==> src/common/ff_set_pkg.sv <==
/*
 * Shared types and constants for the storage element set: input and
 * output bundles for each element, captured command codes, reset values.
 * Assumes the surrounding logic drives every bundle field as a plain level.
 */
`default_nettype none

package ff_set_pkg;

   // Value every true output takes after reset
   localparam logic RESET_Q      = 1'b0;
   // Value of the inverted output after reset
   localparam logic RESET_Q_N    = 1'b1;
   // Synchroniser depth for inputs that come from outside the clock domain
   localparam int   SYNC_STAGES  = 2;

   // Set/clear element inputs
   typedef struct packed {
      logic clocked_set_cmd;   // Set command, taken on stage clock rise
      logic clocked_clear_cmd; // Clear command, taken on stage clock rise
      logic stage_clock;       // Stage clock of this element
      logic force_set;         // Static force high, active high
      logic force_clear;       // Static force low, active high
   } sr_in_t;

   // Two-command element inputs
   typedef struct packed {
      logic upper_cmd;         // First command input
      logic lower_cmd;         // Second command input
      logic stage_clock;       // Stage clock of this element
      logic force_set;         // Static force high, active high
      logic force_clear;       // Static force low, active high
   } jk_in_t;

   // Transparent latch inputs
   typedef struct packed {
      logic sample_value;      // Data followed while the clock is high
      logic stage_clock;       // Gate of the latch
   } latch_in_t;

   // Master-slave data element inputs
   typedef struct packed {
      logic sample_value;      // Data taken on stage clock rise
      logic stage_clock;       // Stage clock of this element
      logic force_set;         // Static force high, active high
      logic force_clear;       // Static force low, active high
   } dff_in_t;

   // Output pair of any element
   typedef struct packed {
      logic q;                 // True output
      logic q_n;               // Inverted output
   } ff_out_t;

   // Command held in the set/clear master stage
   typedef enum logic [1:0] {
      SR_HOLD,
      SR_SET,
      SR_CLEAR
   } sr_cmd_t;

   // Command held in the two-command master stage
   typedef enum logic [1:0] {
      JK_KEEP,
      JK_CLEAR,
      JK_SET,
      JK_TOGGLE
   } jk_cmd_t;

   // Total width of all synchronised inputs
   localparam int IN_WIDTH = $bits(sr_in_t) + $bits(jk_in_t)
                           + $bits(latch_in_t) + $bits(dff_in_t);

endpackage : ff_set_pkg

`default_nettype wire

==> src/hdl/level_sync.sv <==
/*
 * Two flip-flop synchroniser for a vector of levels, plus one further
 * delayed copy so the user can find rising and falling edges.
 * Assumes each bit is an independent level; no bus coherence is given.
 */
`default_nettype none

module level_sync #(
   parameter int WIDTH = 8
) (
   input  wire logic             mclk_i,
   input  wire logic             reset_i,
   input  wire logic [WIDTH-1:0] async_i,
   output logic      [WIDTH-1:0] level_o,
   output logic      [WIDTH-1:0] prev_o
);

   // Refuse a vector that carries nothing
   if (WIDTH < 1) begin : g_bad_width
      $error("level_sync: WIDTH must be at least 1");
   end

   logic [WIDTH-1:0] meta_q, meta_d;   // First stage, read only by second
   logic [WIDTH-1:0] sync_q, sync_d;   // Second stage, safe to use
   logic [WIDTH-1:0] prev_q, prev_d;   // One cycle older copy for edges

   // Next values of the chain
   always_comb begin
      meta_d = async_i;
      sync_d = meta_q;
      prev_d = sync_q;
   end

   // Chain registers; reset clears to low levels
   always_ff @(posedge mclk_i) begin
      if (reset_i) begin
         meta_q <= '0;
         sync_q <= '0;
         prev_q <= '0;
      end else begin
         meta_q <= meta_d;
         sync_q <= sync_d;
         prev_q <= prev_d;
      end
   end

   assign level_o = sync_q;
   assign prev_o  = prev_q;

endmodule : level_sync

`default_nettype wire

==> src/hdl/edge_flip_flop_set.sv <==
/*
 * Storage element set: a master-slave set/clear flip-flop, a master-slave
 * two-command flip-flop, a transparent latch and a master-slave data
 * flip-flop, each modelled on the system clock from sampled pin levels.
 * Assumes every input comes from outside the clock domain, so each is
 * synchronised before use; stage clocks must stay high and low for at
 * least two system clock cycles each to be seen.
 */
// Notes on behaviour
// - Set/clear master takes command on clock rise.
// - Set/clear slave applies taken command on fall.
// - Force inputs override clock, act at once.
// - Two-command master takes command on clock rise.
// - Two-command slave applies taken command on fall.
// - Keep, clear, set, invert by command pair.
// - Latch output follows data while clock high.
// - Latch holds output while clock stays low.
// - Data master samples input on clock rise.
// - Data slave presents sampled value on fall.
`default_nettype none

module edge_flip_flop_set (
   input  wire logic                  mclk_i,
   input  wire logic                  reset_i,
   input  wire ff_set_pkg::sr_in_t    sr_i,
   input  wire ff_set_pkg::jk_in_t    jk_i,
   input  wire ff_set_pkg::latch_in_t latch_i,
   input  wire ff_set_pkg::dff_in_t   dff_i,
   output var  ff_set_pkg::ff_out_t   sr_o,
   output var  ff_set_pkg::ff_out_t   jk_o,
   output var  ff_set_pkg::ff_out_t   latch_o,
   output var  ff_set_pkg::ff_out_t   dff_o
);

   // Every input bit is a pin level; all are synchronised together
   logic [ff_set_pkg::IN_WIDTH-1:0] raw_in;    // Packed pin levels
   logic [ff_set_pkg::IN_WIDTH-1:0] lvl_in;    // Synchronised levels
   logic [ff_set_pkg::IN_WIDTH-1:0] old_in;    // One cycle older levels

   ff_set_pkg::sr_in_t    sr_s,    sr_p;       // Set/clear now and before
   ff_set_pkg::jk_in_t    jk_s,    jk_p;       // Two-command now and before
   ff_set_pkg::latch_in_t latch_s, latch_p;    // Latch now and before
   ff_set_pkg::dff_in_t   dff_s,   dff_p;      // Data element now and before

   assign raw_in = {sr_i, jk_i, latch_i, dff_i};

   // Pins cross into the clock domain through two flip-flops
   level_sync #(
      .WIDTH   (ff_set_pkg::IN_WIDTH)
   ) u_sync (
      .mclk_i  (mclk_i),
      .reset_i (reset_i),
      .async_i (raw_in),
      .level_o (lvl_in),
      .prev_o  (old_in)
   );

   assign {sr_s, jk_s, latch_s, dff_s} = lvl_in;
   assign {sr_p, jk_p, latch_p, dff_p} = old_in;

   // Stage clock edges of the set/clear, two-command and data elements, seen in the same cycle as the synchronised level
   logic sr_rise, sr_fall;
   logic jk_rise, jk_fall;
   logic dff_rise, dff_fall;

   assign sr_rise  =  sr_s.stage_clock  & ~sr_p.stage_clock;
   assign sr_fall  = ~sr_s.stage_clock  &  sr_p.stage_clock;
   assign jk_rise  =  jk_s.stage_clock  & ~jk_p.stage_clock;
   assign jk_fall  = ~jk_s.stage_clock  &  jk_p.stage_clock;
   assign dff_rise =  dff_s.stage_clock & ~dff_p.stage_clock;
   assign dff_fall = ~dff_s.stage_clock &  dff_p.stage_clock;

   // Set/clear element state
   ff_set_pkg::sr_cmd_t sr_cmd_q, sr_cmd_d;    // Master stage
   ff_set_pkg::ff_out_t sr_out_q, sr_out_d;    // Slave stage and outputs

   // Set/clear element next state
   always_comb begin
      sr_cmd_d = sr_cmd_q;
      sr_out_d = sr_out_q;
      // Master takes the pending command on the rise
      if (sr_rise) begin
         if (sr_s.clocked_set_cmd && !sr_s.clocked_clear_cmd) begin
            sr_cmd_d = ff_set_pkg::SR_SET;
         end else if (sr_s.clocked_clear_cmd && !sr_s.clocked_set_cmd) begin
            sr_cmd_d = ff_set_pkg::SR_CLEAR;
         end else begin
            // Both together is undefined; holding is the quiet choice
            sr_cmd_d = ff_set_pkg::SR_HOLD;
         end
      end
      // Slave carries out the command on the fall
      if (sr_fall) begin
         unique case (sr_cmd_q)
            ff_set_pkg::SR_SET: begin
               sr_out_d.q = 1'b1;
            end
            ff_set_pkg::SR_CLEAR: begin
               sr_out_d.q = 1'b0;
            end
            ff_set_pkg::SR_HOLD: begin
               sr_out_d.q = sr_out_q.q;
            end
            default: begin
               sr_out_d.q = sr_out_q.q;
            end
         endcase
      end
      // Force inputs win over any clocked action; force set has priority
      if (sr_s.force_set) begin
         sr_out_d.q = 1'b1;
      end else if (sr_s.force_clear) begin
         sr_out_d.q = 1'b0;
      end
      sr_out_d.q_n = ~sr_out_d.q;
   end

   // Set/clear element registers
   always_ff @(posedge mclk_i) begin
      if (reset_i) begin
         sr_cmd_q   <= ff_set_pkg::SR_HOLD;
         sr_out_q.q   <= ff_set_pkg::RESET_Q;
         sr_out_q.q_n <= ff_set_pkg::RESET_Q_N;
      end else begin
         sr_cmd_q <= sr_cmd_d;
         sr_out_q <= sr_out_d;
      end
   end

   // Two-command element state
   ff_set_pkg::jk_cmd_t jk_cmd_q, jk_cmd_d;    // Master stage
   ff_set_pkg::ff_out_t jk_out_q, jk_out_d;    // Slave stage and outputs

   // Two-command element next state
   always_comb begin
      jk_cmd_d = jk_cmd_q;
      jk_out_d = jk_out_q;
      // Master takes the command pair on the rise
      if (jk_rise) begin
         unique case ({jk_s.upper_cmd, jk_s.lower_cmd})
            2'h0: jk_cmd_d = ff_set_pkg::JK_KEEP;
            2'h1: jk_cmd_d = ff_set_pkg::JK_CLEAR;
            2'h2: jk_cmd_d = ff_set_pkg::JK_SET;
            2'h3: jk_cmd_d = ff_set_pkg::JK_TOGGLE;
         endcase
      end
      // Slave applies it on the fall
      if (jk_fall) begin
         unique case (jk_cmd_q)
            ff_set_pkg::JK_KEEP:   jk_out_d.q = jk_out_q.q;
            ff_set_pkg::JK_CLEAR:  jk_out_d.q = 1'b0;
            ff_set_pkg::JK_SET:    jk_out_d.q = 1'b1;
            ff_set_pkg::JK_TOGGLE: jk_out_d.q = ~jk_out_q.q;
         endcase
      end
      // Force inputs win; force set has priority
      if (jk_s.force_set) begin
         jk_out_d.q = 1'b1;
      end else if (jk_s.force_clear) begin
         jk_out_d.q = 1'b0;
      end
      jk_out_d.q_n = ~jk_out_d.q;
   end

   // Two-command element registers
   always_ff @(posedge mclk_i) begin
      if (reset_i) begin
         jk_cmd_q     <= ff_set_pkg::JK_KEEP;
         jk_out_q.q   <= ff_set_pkg::RESET_Q;
         jk_out_q.q_n <= ff_set_pkg::RESET_Q_N;
      end else begin
         jk_cmd_q <= jk_cmd_d;
         jk_out_q <= jk_out_d;
      end
   end

   // Latch state; a true latch is avoided so timing stays on one clock
   ff_set_pkg::ff_out_t latch_out_q, latch_out_d;

   // Latch next state: follow while gate high, hold while low
   always_comb begin
      latch_out_d = latch_out_q;
      if (latch_s.stage_clock) begin
         latch_out_d.q = latch_s.sample_value;
      end
      latch_out_d.q_n = ~latch_out_d.q;
   end

   // Latch registers
   always_ff @(posedge mclk_i) begin
      if (reset_i) begin
         latch_out_q.q   <= ff_set_pkg::RESET_Q;
         latch_out_q.q_n <= ff_set_pkg::RESET_Q_N;
      end else begin
         latch_out_q <= latch_out_d;
      end
   end

   // Data element state
   logic                dff_master_q, dff_master_d; // Master stage
   ff_set_pkg::ff_out_t dff_out_q,    dff_out_d;    // Slave and outputs

   // Data element next state
   always_comb begin
      dff_master_d = dff_master_q;
      dff_out_d    = dff_out_q;
      // Master samples on the rise
      if (dff_rise) begin
         dff_master_d = dff_s.sample_value;
      end
      // Slave shows the earlier sample on the fall
      if (dff_fall) begin
         dff_out_d.q = dff_master_q;
      end
      // Force inputs win; force set has priority
      if (dff_s.force_set) begin
         dff_out_d.q = 1'b1;
      end else if (dff_s.force_clear) begin
         dff_out_d.q = 1'b0;
      end
      dff_out_d.q_n = ~dff_out_d.q;
   end

   // Data element registers
   always_ff @(posedge mclk_i) begin
      if (reset_i) begin
         dff_master_q  <= ff_set_pkg::RESET_Q;
         dff_out_q.q   <= ff_set_pkg::RESET_Q;
         dff_out_q.q_n <= ff_set_pkg::RESET_Q_N;
      end else begin
         dff_master_q <= dff_master_d;
         dff_out_q    <= dff_out_d;
      end
   end

   // Outputs come straight from the slave registers and the latch register
   assign sr_o    = sr_out_q;
   assign jk_o    = jk_out_q;
   assign latch_o = latch_out_q;
   assign dff_o   = dff_out_q;

endmodule : edge_flip_flop_set

`default_nettype wire

==> config.mk <==
export PLATFORM = sky130hd
export DESIGN_NAME = edge_flip_flop_set
export DESIGN_NICKNAME = d
export VERILOG_FILES = /design/src/common/ff_set_pkg.sv /design/src/hdl/level_sync.sv /design/src/hdl/edge_flip_flop_set.sv
export SDC_FILE = /design/constraint.sdc
export NUM_CORES = 1
export LEC_CHECK = 0
export ABC_AREA = 1
export BUFFER_PORTS_ARGS = -buffer_cell sky130_fd_sc_hd__buf_2
export CORE_MARGIN = 10
export CORE_UTILIZATION = 53
export CTS_CLUSTER_DIAMETER = 80
export CTS_CLUSTER_SIZE = 16
export DETAILED_ROUTE_END_ITERATION = 8
export PLACE_DENSITY = 0.75
export SYNTH_ARGS = -nofsm -noshare
export SYNTH_HDL_FRONTEND = slang
export SYNTH_SLANG_ARGS = --single-unit
==> constraint.sdc <==
create_clock -name mclk_i -period 1.15 [get_ports mclk_i]
set_input_delay 0.23 -clock mclk_i [delete_from_list [all_inputs] [get_ports mclk_i]]
set_output_delay 0.23 -clock mclk_i [all_outputs]
set_load 0.02 [all_outputs]
==> impl_metrics.tcl, run 1 <==
set metrics [dict create \
    pin_count 26 \
    drc 0 \
    finalWorstSetupSlack_ns 0.0456 \
    cellLeakagePower_nw 0.918 \
    ys.flop_type "dfxtp_1" \
    min_period_ns 1.10 \
    fin_skew_ns 0.00743 \
    drtAntennaViolNets 0 \
    grt_pass1_vias 1068 \
    cts_buffers 5 \
    hp-class "in2reg" \
    die_x_microns 73.4 \
    fmax_mhz 905 \
    critPathRequiredTime_ns 0.92 \
    syn2layout_area_growth_pct 19.8 \
    dp_hpwl_microns 1800 \
    slew_viol_final 0 \
    syn_inst 181 \
    dp_slack_ns 0.0314 \
    cp-end-kind "primary output" \
    dieArea_sq_um 5390 \
    drive_gt1_frac 0.239 \
    max_stage_delay_ns 0.37 \
    avgSynthCellArea_sq_um 8.36 \
    cts_tree "built" \
    synth_top_cell_by_area "dfxtp_1" \
    viasPerCell 4.28 \
    wl_per_cell_microns 9.58 \
    io_buffers 25 \
    period_share 0.960 \
    crit_type "reg2out" \
    synth.area.top_cells "dfxtp_1, inv_1, nor2_1" \
    dpl_cell_area_sq_um 1690 \
    start_kind "register" \
    antenna_found_initial 0 \
    grt_use_total 0.0980 \
    die_height_microns 73.4 \
    critPathTopFamily "flip-flops" \
    cp.arrival_ns 0.87 \
    vias 1045 \
    worst_slew_pin_slew_ns 0.301 \
    dr.pass1.iters 4 \
    synth_top_cell_area_share 0.635 \
    syn-num-nets 200 \
    hold_buffers 0 \
    yosysMostFrequentCell "dfxtp_1" \
    start_util 0.554 \
    slowest_stage "dfxtp_1" \
    root_buffer "clkbuf_4" \
    relSlewSlack 0.799 \
    rows 19 \
    yosysSeqAreaShare 0.635 \
    synth_seq_cells 48 \
    multi_input_area_sq_um 344 \
    crit_buf_inv 1 \
    cts_buffer_depth 2 \
    finalSetupViolCount 0 \
    finalInstanceArea_sq_um 1810 \
    status "finished clean" \
    syn_area_sq_um 1510 \
    hold_violations 0 \
    worst-path-max-fanout 2 \
    async_reset_ff_frac 0 \
    yosysWarnings 0 \
    grt_max_degree 15 \
    drt_iter0_markers 38 \
    synth_common_cells "dfxtp_1, inv_1, nor2_1, nand2_1, inv_2" \
    gr-total-overflow 0 \
    powerDensity_nw_per_um2 1690 \
    clkSinkCount 48 \
    clock_latency_ns 0.36 \
    gp_congestion 0.748 \
    final_nets 231 \
    num-fill-cells 251 \
    diodes 0 \
    grt_pass1_wl_microns 4130 \
    synth_edf_count 0 \
    core_area_sq_um 2730 \
    cap_violations 0 \
    crit_chain "buf_4" \
    clkSlewWorstSetupHoldPaths_ns 0.13 \
    vdd_drop_max_v 0.00130 \
    seq_area_sq_um 966 \
    yosys.cell_types.count 18 \
    cts_max_level 2 \
    wl_microns 2340 \
]
==> per-stage QoR <==
stage	hold WS, ns	total power, mW	std cells	utilization	setup TNS [ns]
finish	0.0556	3.06	244	0.663	0
detailed placement	0.392	2.01	236	0.618	0
global placement	0.390	2.00	236	0.618	0
CTS	0.0479	3.08	244	0.654	0
floorplan	0.337	1.93	181	-	0
global route	0.0279	3.20	244	0.663	-0.00986
==> registers in the layout (all words and copies together), names as in the netlist <==
signal	cells
jk_o	2
u_sync.meta_q	16
dff_master_q	1
sr_cmd_q	2
dff_o	2
sr_o	2
jk_cmd_q	2
u_sync.level_o	16
latch_o	2
u_sync.prev_o	3
==> cell usage in the layout (no fill, tap or decap), drive strengths merged <==
| master | count |
|---|---|
| a21oi | 5 |
| o21ai | 4 |
| nand3 | 3 |
| inv | 53 |
| or2 | 1 |
| buf | 28 |
| nand4 | 2 |
| nand3b | 1 |
| bufinv | 1 |
| nor3 | 3 |
| dfxtp | 48 |
| ha | 1 |
| clkbuf | 7 |
| nor2 | 45 |
| nand2 | 11 |
==> power breakdown <==
| part | leakage, nW | switching [mW] | internal (mW) | total, mW |
|---|---|---|---|---|
| clock | 0.0515 | 0.500 | 0.577 | 1.08 |
| sequential | 0.397 | 0.0282 | 1.74 | 1.77 |
| combinational | 0.469 | 0.119 | 0.0917 | 0.210 |
==> cell type report <==
class,count,share of cell area
Multi-Input combinational cell,76,0.190
Clock buffer,7,0.0359
Tap cell,31,0.0214
Clock inverter,1,0.0166
Sequential cell,48,0.533
Timing Repair Buffer,28,0.0939
Inverter,53,0.110
==> what timing repair did <==
action,4_1_cts,5_1_grt
gates resized for setup,1,10
setup endpoints to repair,1,6
buffers inserted,0,0
==> path summary, 6_finish.rpt <==
path	from	end	slack, ns	cells past startpoint
setup / recovery	dff_o[1]	dff_o[1]	0.05	1
hold / removal	dff_i[0]	u_sync.meta_q[0]	0.06	3
setup reg to reg	sr_cmd_q[1]	sr_o[0]	0.10	8
hold reg to reg	u_sync.meta_q[1]	u_sync.level_o[1]	0.41	2
==> cell families (layout without fill, tap and decap cells) <==
group | count (synthesis) | after routing | share of synthesized area
buffers and inverters | 57 | 89 | 0.146
adders and majority gates | 1 | 1 | 0.00826
DFF | 48 | 48 | 0.635
AOI/OAI and AO/OA | 9 | 9 | 0.0297
and+or+nand+nor | 66 | 66 | 0.181
==> worst reg2reg max path, cell delays in order (launching register included) <==
cell and delay, ns:
dfxtp_2 0.34, inv_2 0.07, ha_4 0.19, inv_2 0.05, nand3_1 0.06, nand2_1 0.06
nand3_1 0.09, nand2_1 0.07, nand2_1 0.04
==> routing by layer <==
metal,vias up,global-route usage,wire [microns]
met2,22,0.170,1140
met3,8,0.0471,178
met5,-,0,0
met4,0,0.0642,65
li1,572,-,-
met1,443,0.0879,953
No activity file was read; power rests on OpenSTA's default activity.
==> run 2, diff against run 1 <==
RECOVER_POWER = 50   (was default)
==> run 2 against run 1 <==
Sequential cell count is the same. First-iteration DRC count grew 42%. Clock power is essentially flat. Wire length is essentially flat. Die area is the same. Largest cell class unchanged.
==> impl_metrics.tcl, run 2 (synthesized netlist as in run 1, its figures left out) <==
set metrics [dict create \
    status "finished clean" \
    relSlewSlack 0.526 \
    grt_pass1_wl_microns 4130 \
    worst-path-max-fanout 2 \
    finalCoreUtilization 0.660 \
    dieArea_sq_um 5390 \
    cts_max_level 2 \
    crit_type "reg2out" \
    antenna_found_initial 0 \
    cts_buffer_depth 2 \
    fin_skew_ns 0.00745 \
    hp-start "dff_i[0]" \
    clock_latency_ns 0.36 \
    max_stage_delay_ns 0.37 \
    critPathRequiredTime_ns 0.92 \
    vias 1044 \
    r2r_end "sr_o[0]" \
    dp_slack_ns 0.0314 \
    final_cells 244 \
    drt_iter0_markers 54 \
    hp-class "in2reg" \
    hold_buffers 0 \
    powerDensity_nw_per_um2 1690 \
    cts_tree "built" \
    drive_gt1_frac 0.230 \
    finalInstanceArea_sq_um 1810 \
    dpl_cell_area_sq_um 1690 \
    pin_count 26 \
    hold_violations 0 \
    fmax_mhz 905 \
    period_share 0.960 \
    rows 19 \
    slew_viol_final 0 \
    min_period_ns 1.10 \
    gp_congestion 0.748 \
    io_buffers 25 \
    die_x_microns 73.4 \
    finalWorstSetupSlack_ns 0.0456 \
    cp.arrival_ns 0.87 \
    critPathTopFamily "flip-flops" \
    root_buffer "clkbuf_4" \
    wl_per_cell_microns 9.58 \
    cts_setup_buffers 0 \
    crit_chain "buf_4" \
    layout_common_cells "inv_1, nor2_1, dfxtp_1" \
    clkSlewWorstSetupHoldPaths_ns 0.13 \
    die_height_microns 73.4 \
    syn2layout_area_growth_pct 19.3 \
    cap_violations 0 \
    gr-total-overflow 0 \
    viasPerCell 4.28 \
    path_depth 1 \
    start_kind "register" \
    start_util 0.554 \
    final_nets 231 \
    cts_buffers 5 \
    hold_depth 3 \
    crit_buf_inv 1 \
    clkSinkCount 48 \
    grt_use_total 0.0980 \
    cp-end-kind "primary output" \
    drtAntennaViolNets 0 \
    cellLeakagePower_nw 0.911 \
    worst_slew_pin_slew_ns 0.711 \
    timing.rr.start "sr_cmd_q[1]" \
    wl_microns 2340 \
    vdd_drop_max_v 0.00130 \
    dp_hpwl_microns 1800 \
    dr.pass1.iters 4 \
    dp_cells 236 \
    diodes 0 \
    regToRegSetupSlack_ns 0.10 \
    drc 0 \
    core_area_sq_um 2730 \
    grt_max_degree 15 \
    holdPathEnd "u_sync.meta_q[0]" \
    grt_pass1_vias 1068 \
    slowest_stage "dfxtp_1" \
    finalSetupViolCount 0 \
    final.setup.tns_ns 0 \
    worstRegToRegCells 8 \
]
run 2: changes by cell type in the layout (fill, tap and decap cells not counted):
cell / delta
buf_4: -2
clkbuf_1: +2
buf_2: -1
clkbuf_2: +1
run 2: cell type report:
class / instances / area (sq um)
tap: 31 / 38.8
fill: 255 / 928
sequential: 48 / 966
inverter: 53 / 199
clock inverter: 1 / 30.0
multi-input combinational: 76 / 344
clock buffer: 7 / 65.1
timing repair buffer: 28 / 163
run 2: where the power goes:
group / switching, mW / total, mW / internal (mW)
combinational: 0.118 / 0.207 / 0.0888
sequential: 0.0281 / 1.77 / 1.74
clock: 0.500 / 1.08 / 0.577
total: 0.647 / 3.06 / 2.41
run 2: timing repair:
item                                    CTS  global route
cloned                                    0             0
gates resized for setup                   1            10
pin swaps                                 0             0
endpoints found under the setup margin    1             6
run 2: through the flow:
step / total power [mW] / hold slack, ns
3_5_place_dp: 2.01 / 0.392
6_report: 3.06 / 0.0559
4_1_cts: 3.08 / 0.0479
3_3_place_gp: 2.00 / 0.390
5_1_grt: 3.19 / 0.0279
2_1_floorplan: 1.93 / 0.337
run 2: worst max path at each step:
stage	startpoint	to	slack, ns
floorplan	sr_cmd_q[1]	sr_o[0]	0.10
global placement	sr_cmd_q[1]	sr_o[0]	0.08
detailed placement	sr_cmd_q[1]	sr_o[0]	0.03
CTS	sr_cmd_q[1]	sr_o[0]	0.01
global route	latch_o[1]	latch_o[1]	-0.01
finish	dff_o[1]	dff_o[1]	0.05
run 2: routing by layer:
layer,global-route usage,vias to the layer above,part of all wire
met5,0,-,0
met4,0.0642,0,0.028
met3,0.0471,8,0.076
met2,0.170,22,0.49
met1,0.0879,442,0.41
li1,-,572,-
==> run 3, diff against run 2 <==
GPL_ROUTABILITY_DRIVEN = 0   (was default)
PLACE_DENSITY = 0.82   (was 0.75)
==> run 3 against run 2 <==
Sequential power hardly changed. Fmax is 1.8% lower. Via count is 3.1% lower. Critical path type is now reg2reg. Sequential share of layout area is 1.5 points higher. Combinational power is 4% lower.
==> impl_metrics.tcl, run 3 (synthesized netlist as in run 1, its figures left out) <==
set metrics [dict create \
    status "finished clean" \
    seq_power_share 0.644 \
    worst-path-max-fanout 2 \
    dr.pass1.iters 4 \
    io_buffers 25 \
    wl_per_cell_microns 9.21 \
    grt_use_total 0.0856 \
    crit_type "reg2reg" \
    internal_power_mw 2.12 \
    dpl_cell_area_sq_um 1680 \
    cp.arrival_ns 1.37 \
    gr-total-overflow 0 \
    hp-class "in2reg" \
    num-fill-cells 236 \
    critPathRequiredTime_ns 1.40 \
    cts_buffers 5 \
    regToRegSetupSlack_ns 0.03 \
    fin_skew_ns 0.00613 \
    holdWs_ns 0.0700 \
    grt_pass1_wl_microns 3620 \
    pin_count 26 \
    rows 19 \
    power.share.clock 0.284 \
    clock_latency_ns 0.35 \
    finalWorstSetupSlack_ns 0.0257 \
    core_area_sq_um 2730 \
    dieArea_sq_um 5390 \
    power.total_mw 2.75 \
    clkSinkCount 48 \
    die_x_microns 73.4 \
    timing.rr.start "sr_cmd_q[1]" \
    drtAntennaViolNets 0 \
    drive_gt1_frac 0.222 \
    start_util 0.554 \
    drt_iter0_markers 60 \
    dp_slack_ns 0.0365 \
    antenna_found_initial 0 \
    cts_buffer_depth 2 \
    cts_tree "built" \
    start_kind "register" \
    cp-end-kind "register" \
    min_period_ns 1.12 \
    final_nets 230 \
    syn2layout_area_growth_pct 15.7 \
    hp-start "jk_i[2]" \
    comb_power_share 0.072 \
    fmax_mhz 889 \
    finalSetupViolCount 0 \
    viasPerCell 4.16 \
    grt_max_degree 18 \
    cap_violations 0 \
    period_share 0.978 \
    dp_cells 235 \
    slew_viol_final 0 \
    hold_depth 3 \
    wl_microns 2240 \
    vdd_drop_max_v 0.00151 \
    worst_slew_pin_slew_ns 0.606 \
    final_cells 243 \
    diodes 0 \
    dp_hpwl_microns 1630 \
    worstRegToRegCells 8 \
    layout_common_cells "dfxtp_1, inv_1, nor2_1" \
    cts_setup_buffers 0 \
    hold_buffers 0 \
    root_buffer "clkbuf_4" \
    relSlewSlack 0.596 \
    layout_commonest_cell "dfxtp_1" \
    finalCoreUtilization 0.641 \
    final.setup.tns_ns 0 \
    finalInstanceArea_sq_um 1750 \
    vias 1012 \
    cts_max_level 2 \
    clkSlewWorstSetupHoldPaths_ns 0.12 \
    cellLeakagePower_nw 0.882 \
    drc 0 \
    switching_share 0.228 \
    powerDensity_nw_per_um2 1570 \
    r2r_end "sr_o[0]" \
    p_sw_mw 0.627 \
    holdPathEnd "u_sync.meta_q[8]" \
    hold_violations 0 \
    grt_pass1_vias 940 \
    die_height_microns 73.4 \
]
## run 3: cell types whose count changed in the layout (fill, tap and decap cells not counted), moves of 2 or more
cell | previous run | this run
buf_2 | 20 | 23
buf_4 | 4 | 1
dfxtp_1 | 44 | 46
dfxtp_2 | 4 | 2
## run 3: power groups by stage
stage	Combinational, mW	Clock (mW)	Sequential, mW
final	0.199	0.781	1.77
after global routing	0.232	0.871	1.78
after CTS	0.204	0.809	1.77
after detailed placement	0.203	0	1.81
after global placement	0.195	0	1.80
after floorplan	0.112	0	1.82
## run 3: worst max path at each step
stage	slack, ns	endpoint	cells after the start	start
after detailed placement	0.04	sr_o[0]	8	sr_cmd_q[1]
after floorplan	0.10	sr_o[0]	8	sr_cmd_q[1]
final	0.03	sr_o[0]	8	sr_cmd_q[1]
after global routing	-0.03	sr_o[0]	8	sr_cmd_q[1]
after CTS	0.01	jk_o[1]	1	jk_o[1]
after global placement	0.08	sr_o[0]	8	sr_cmd_q[1]
## run 3: final cells by class
type	instances	area, sq um	share of cell area
Sequential cell	48	963	0.550
Multi-Input combinational cell	76	353	0.201
Inverter	53	199	0.114
Timing Repair Buffer	27	135	0.0771
Clock buffer	7	55.1	0.0314
Tap cell	31	38.8	0.0221
Clock inverter	1	7.51	0.00429
## run 3: critical path, cell delays in order (launching register included)
cell and delay, ns:
dfxtp_2 0.34, inv_2 0.05, ha_4 0.23, inv_2 0.05, nand3_1 0.08, nand2_1 0.09
nand3_2 0.08, nand2_1 0.07, nand2_1 0.04
## run 3: per-layer routing
metal | routed length (microns) | GRT usage
met1 | 1000 | 0.0879
met2 | 1000 | 0.134
met3 | 155 | 0.0350
met4 | 76 | 0.0683
met5 | 0 | 0
## run 3: what timing repair did
action | 4_1_cts | 5_1_grt
resized for setup | 1 | 7
pin swaps | 0 | 4
cloned | 0 | 0
endpoints found under the hold margin | 0 | 0
setup endpoints to repair | 1 | 3
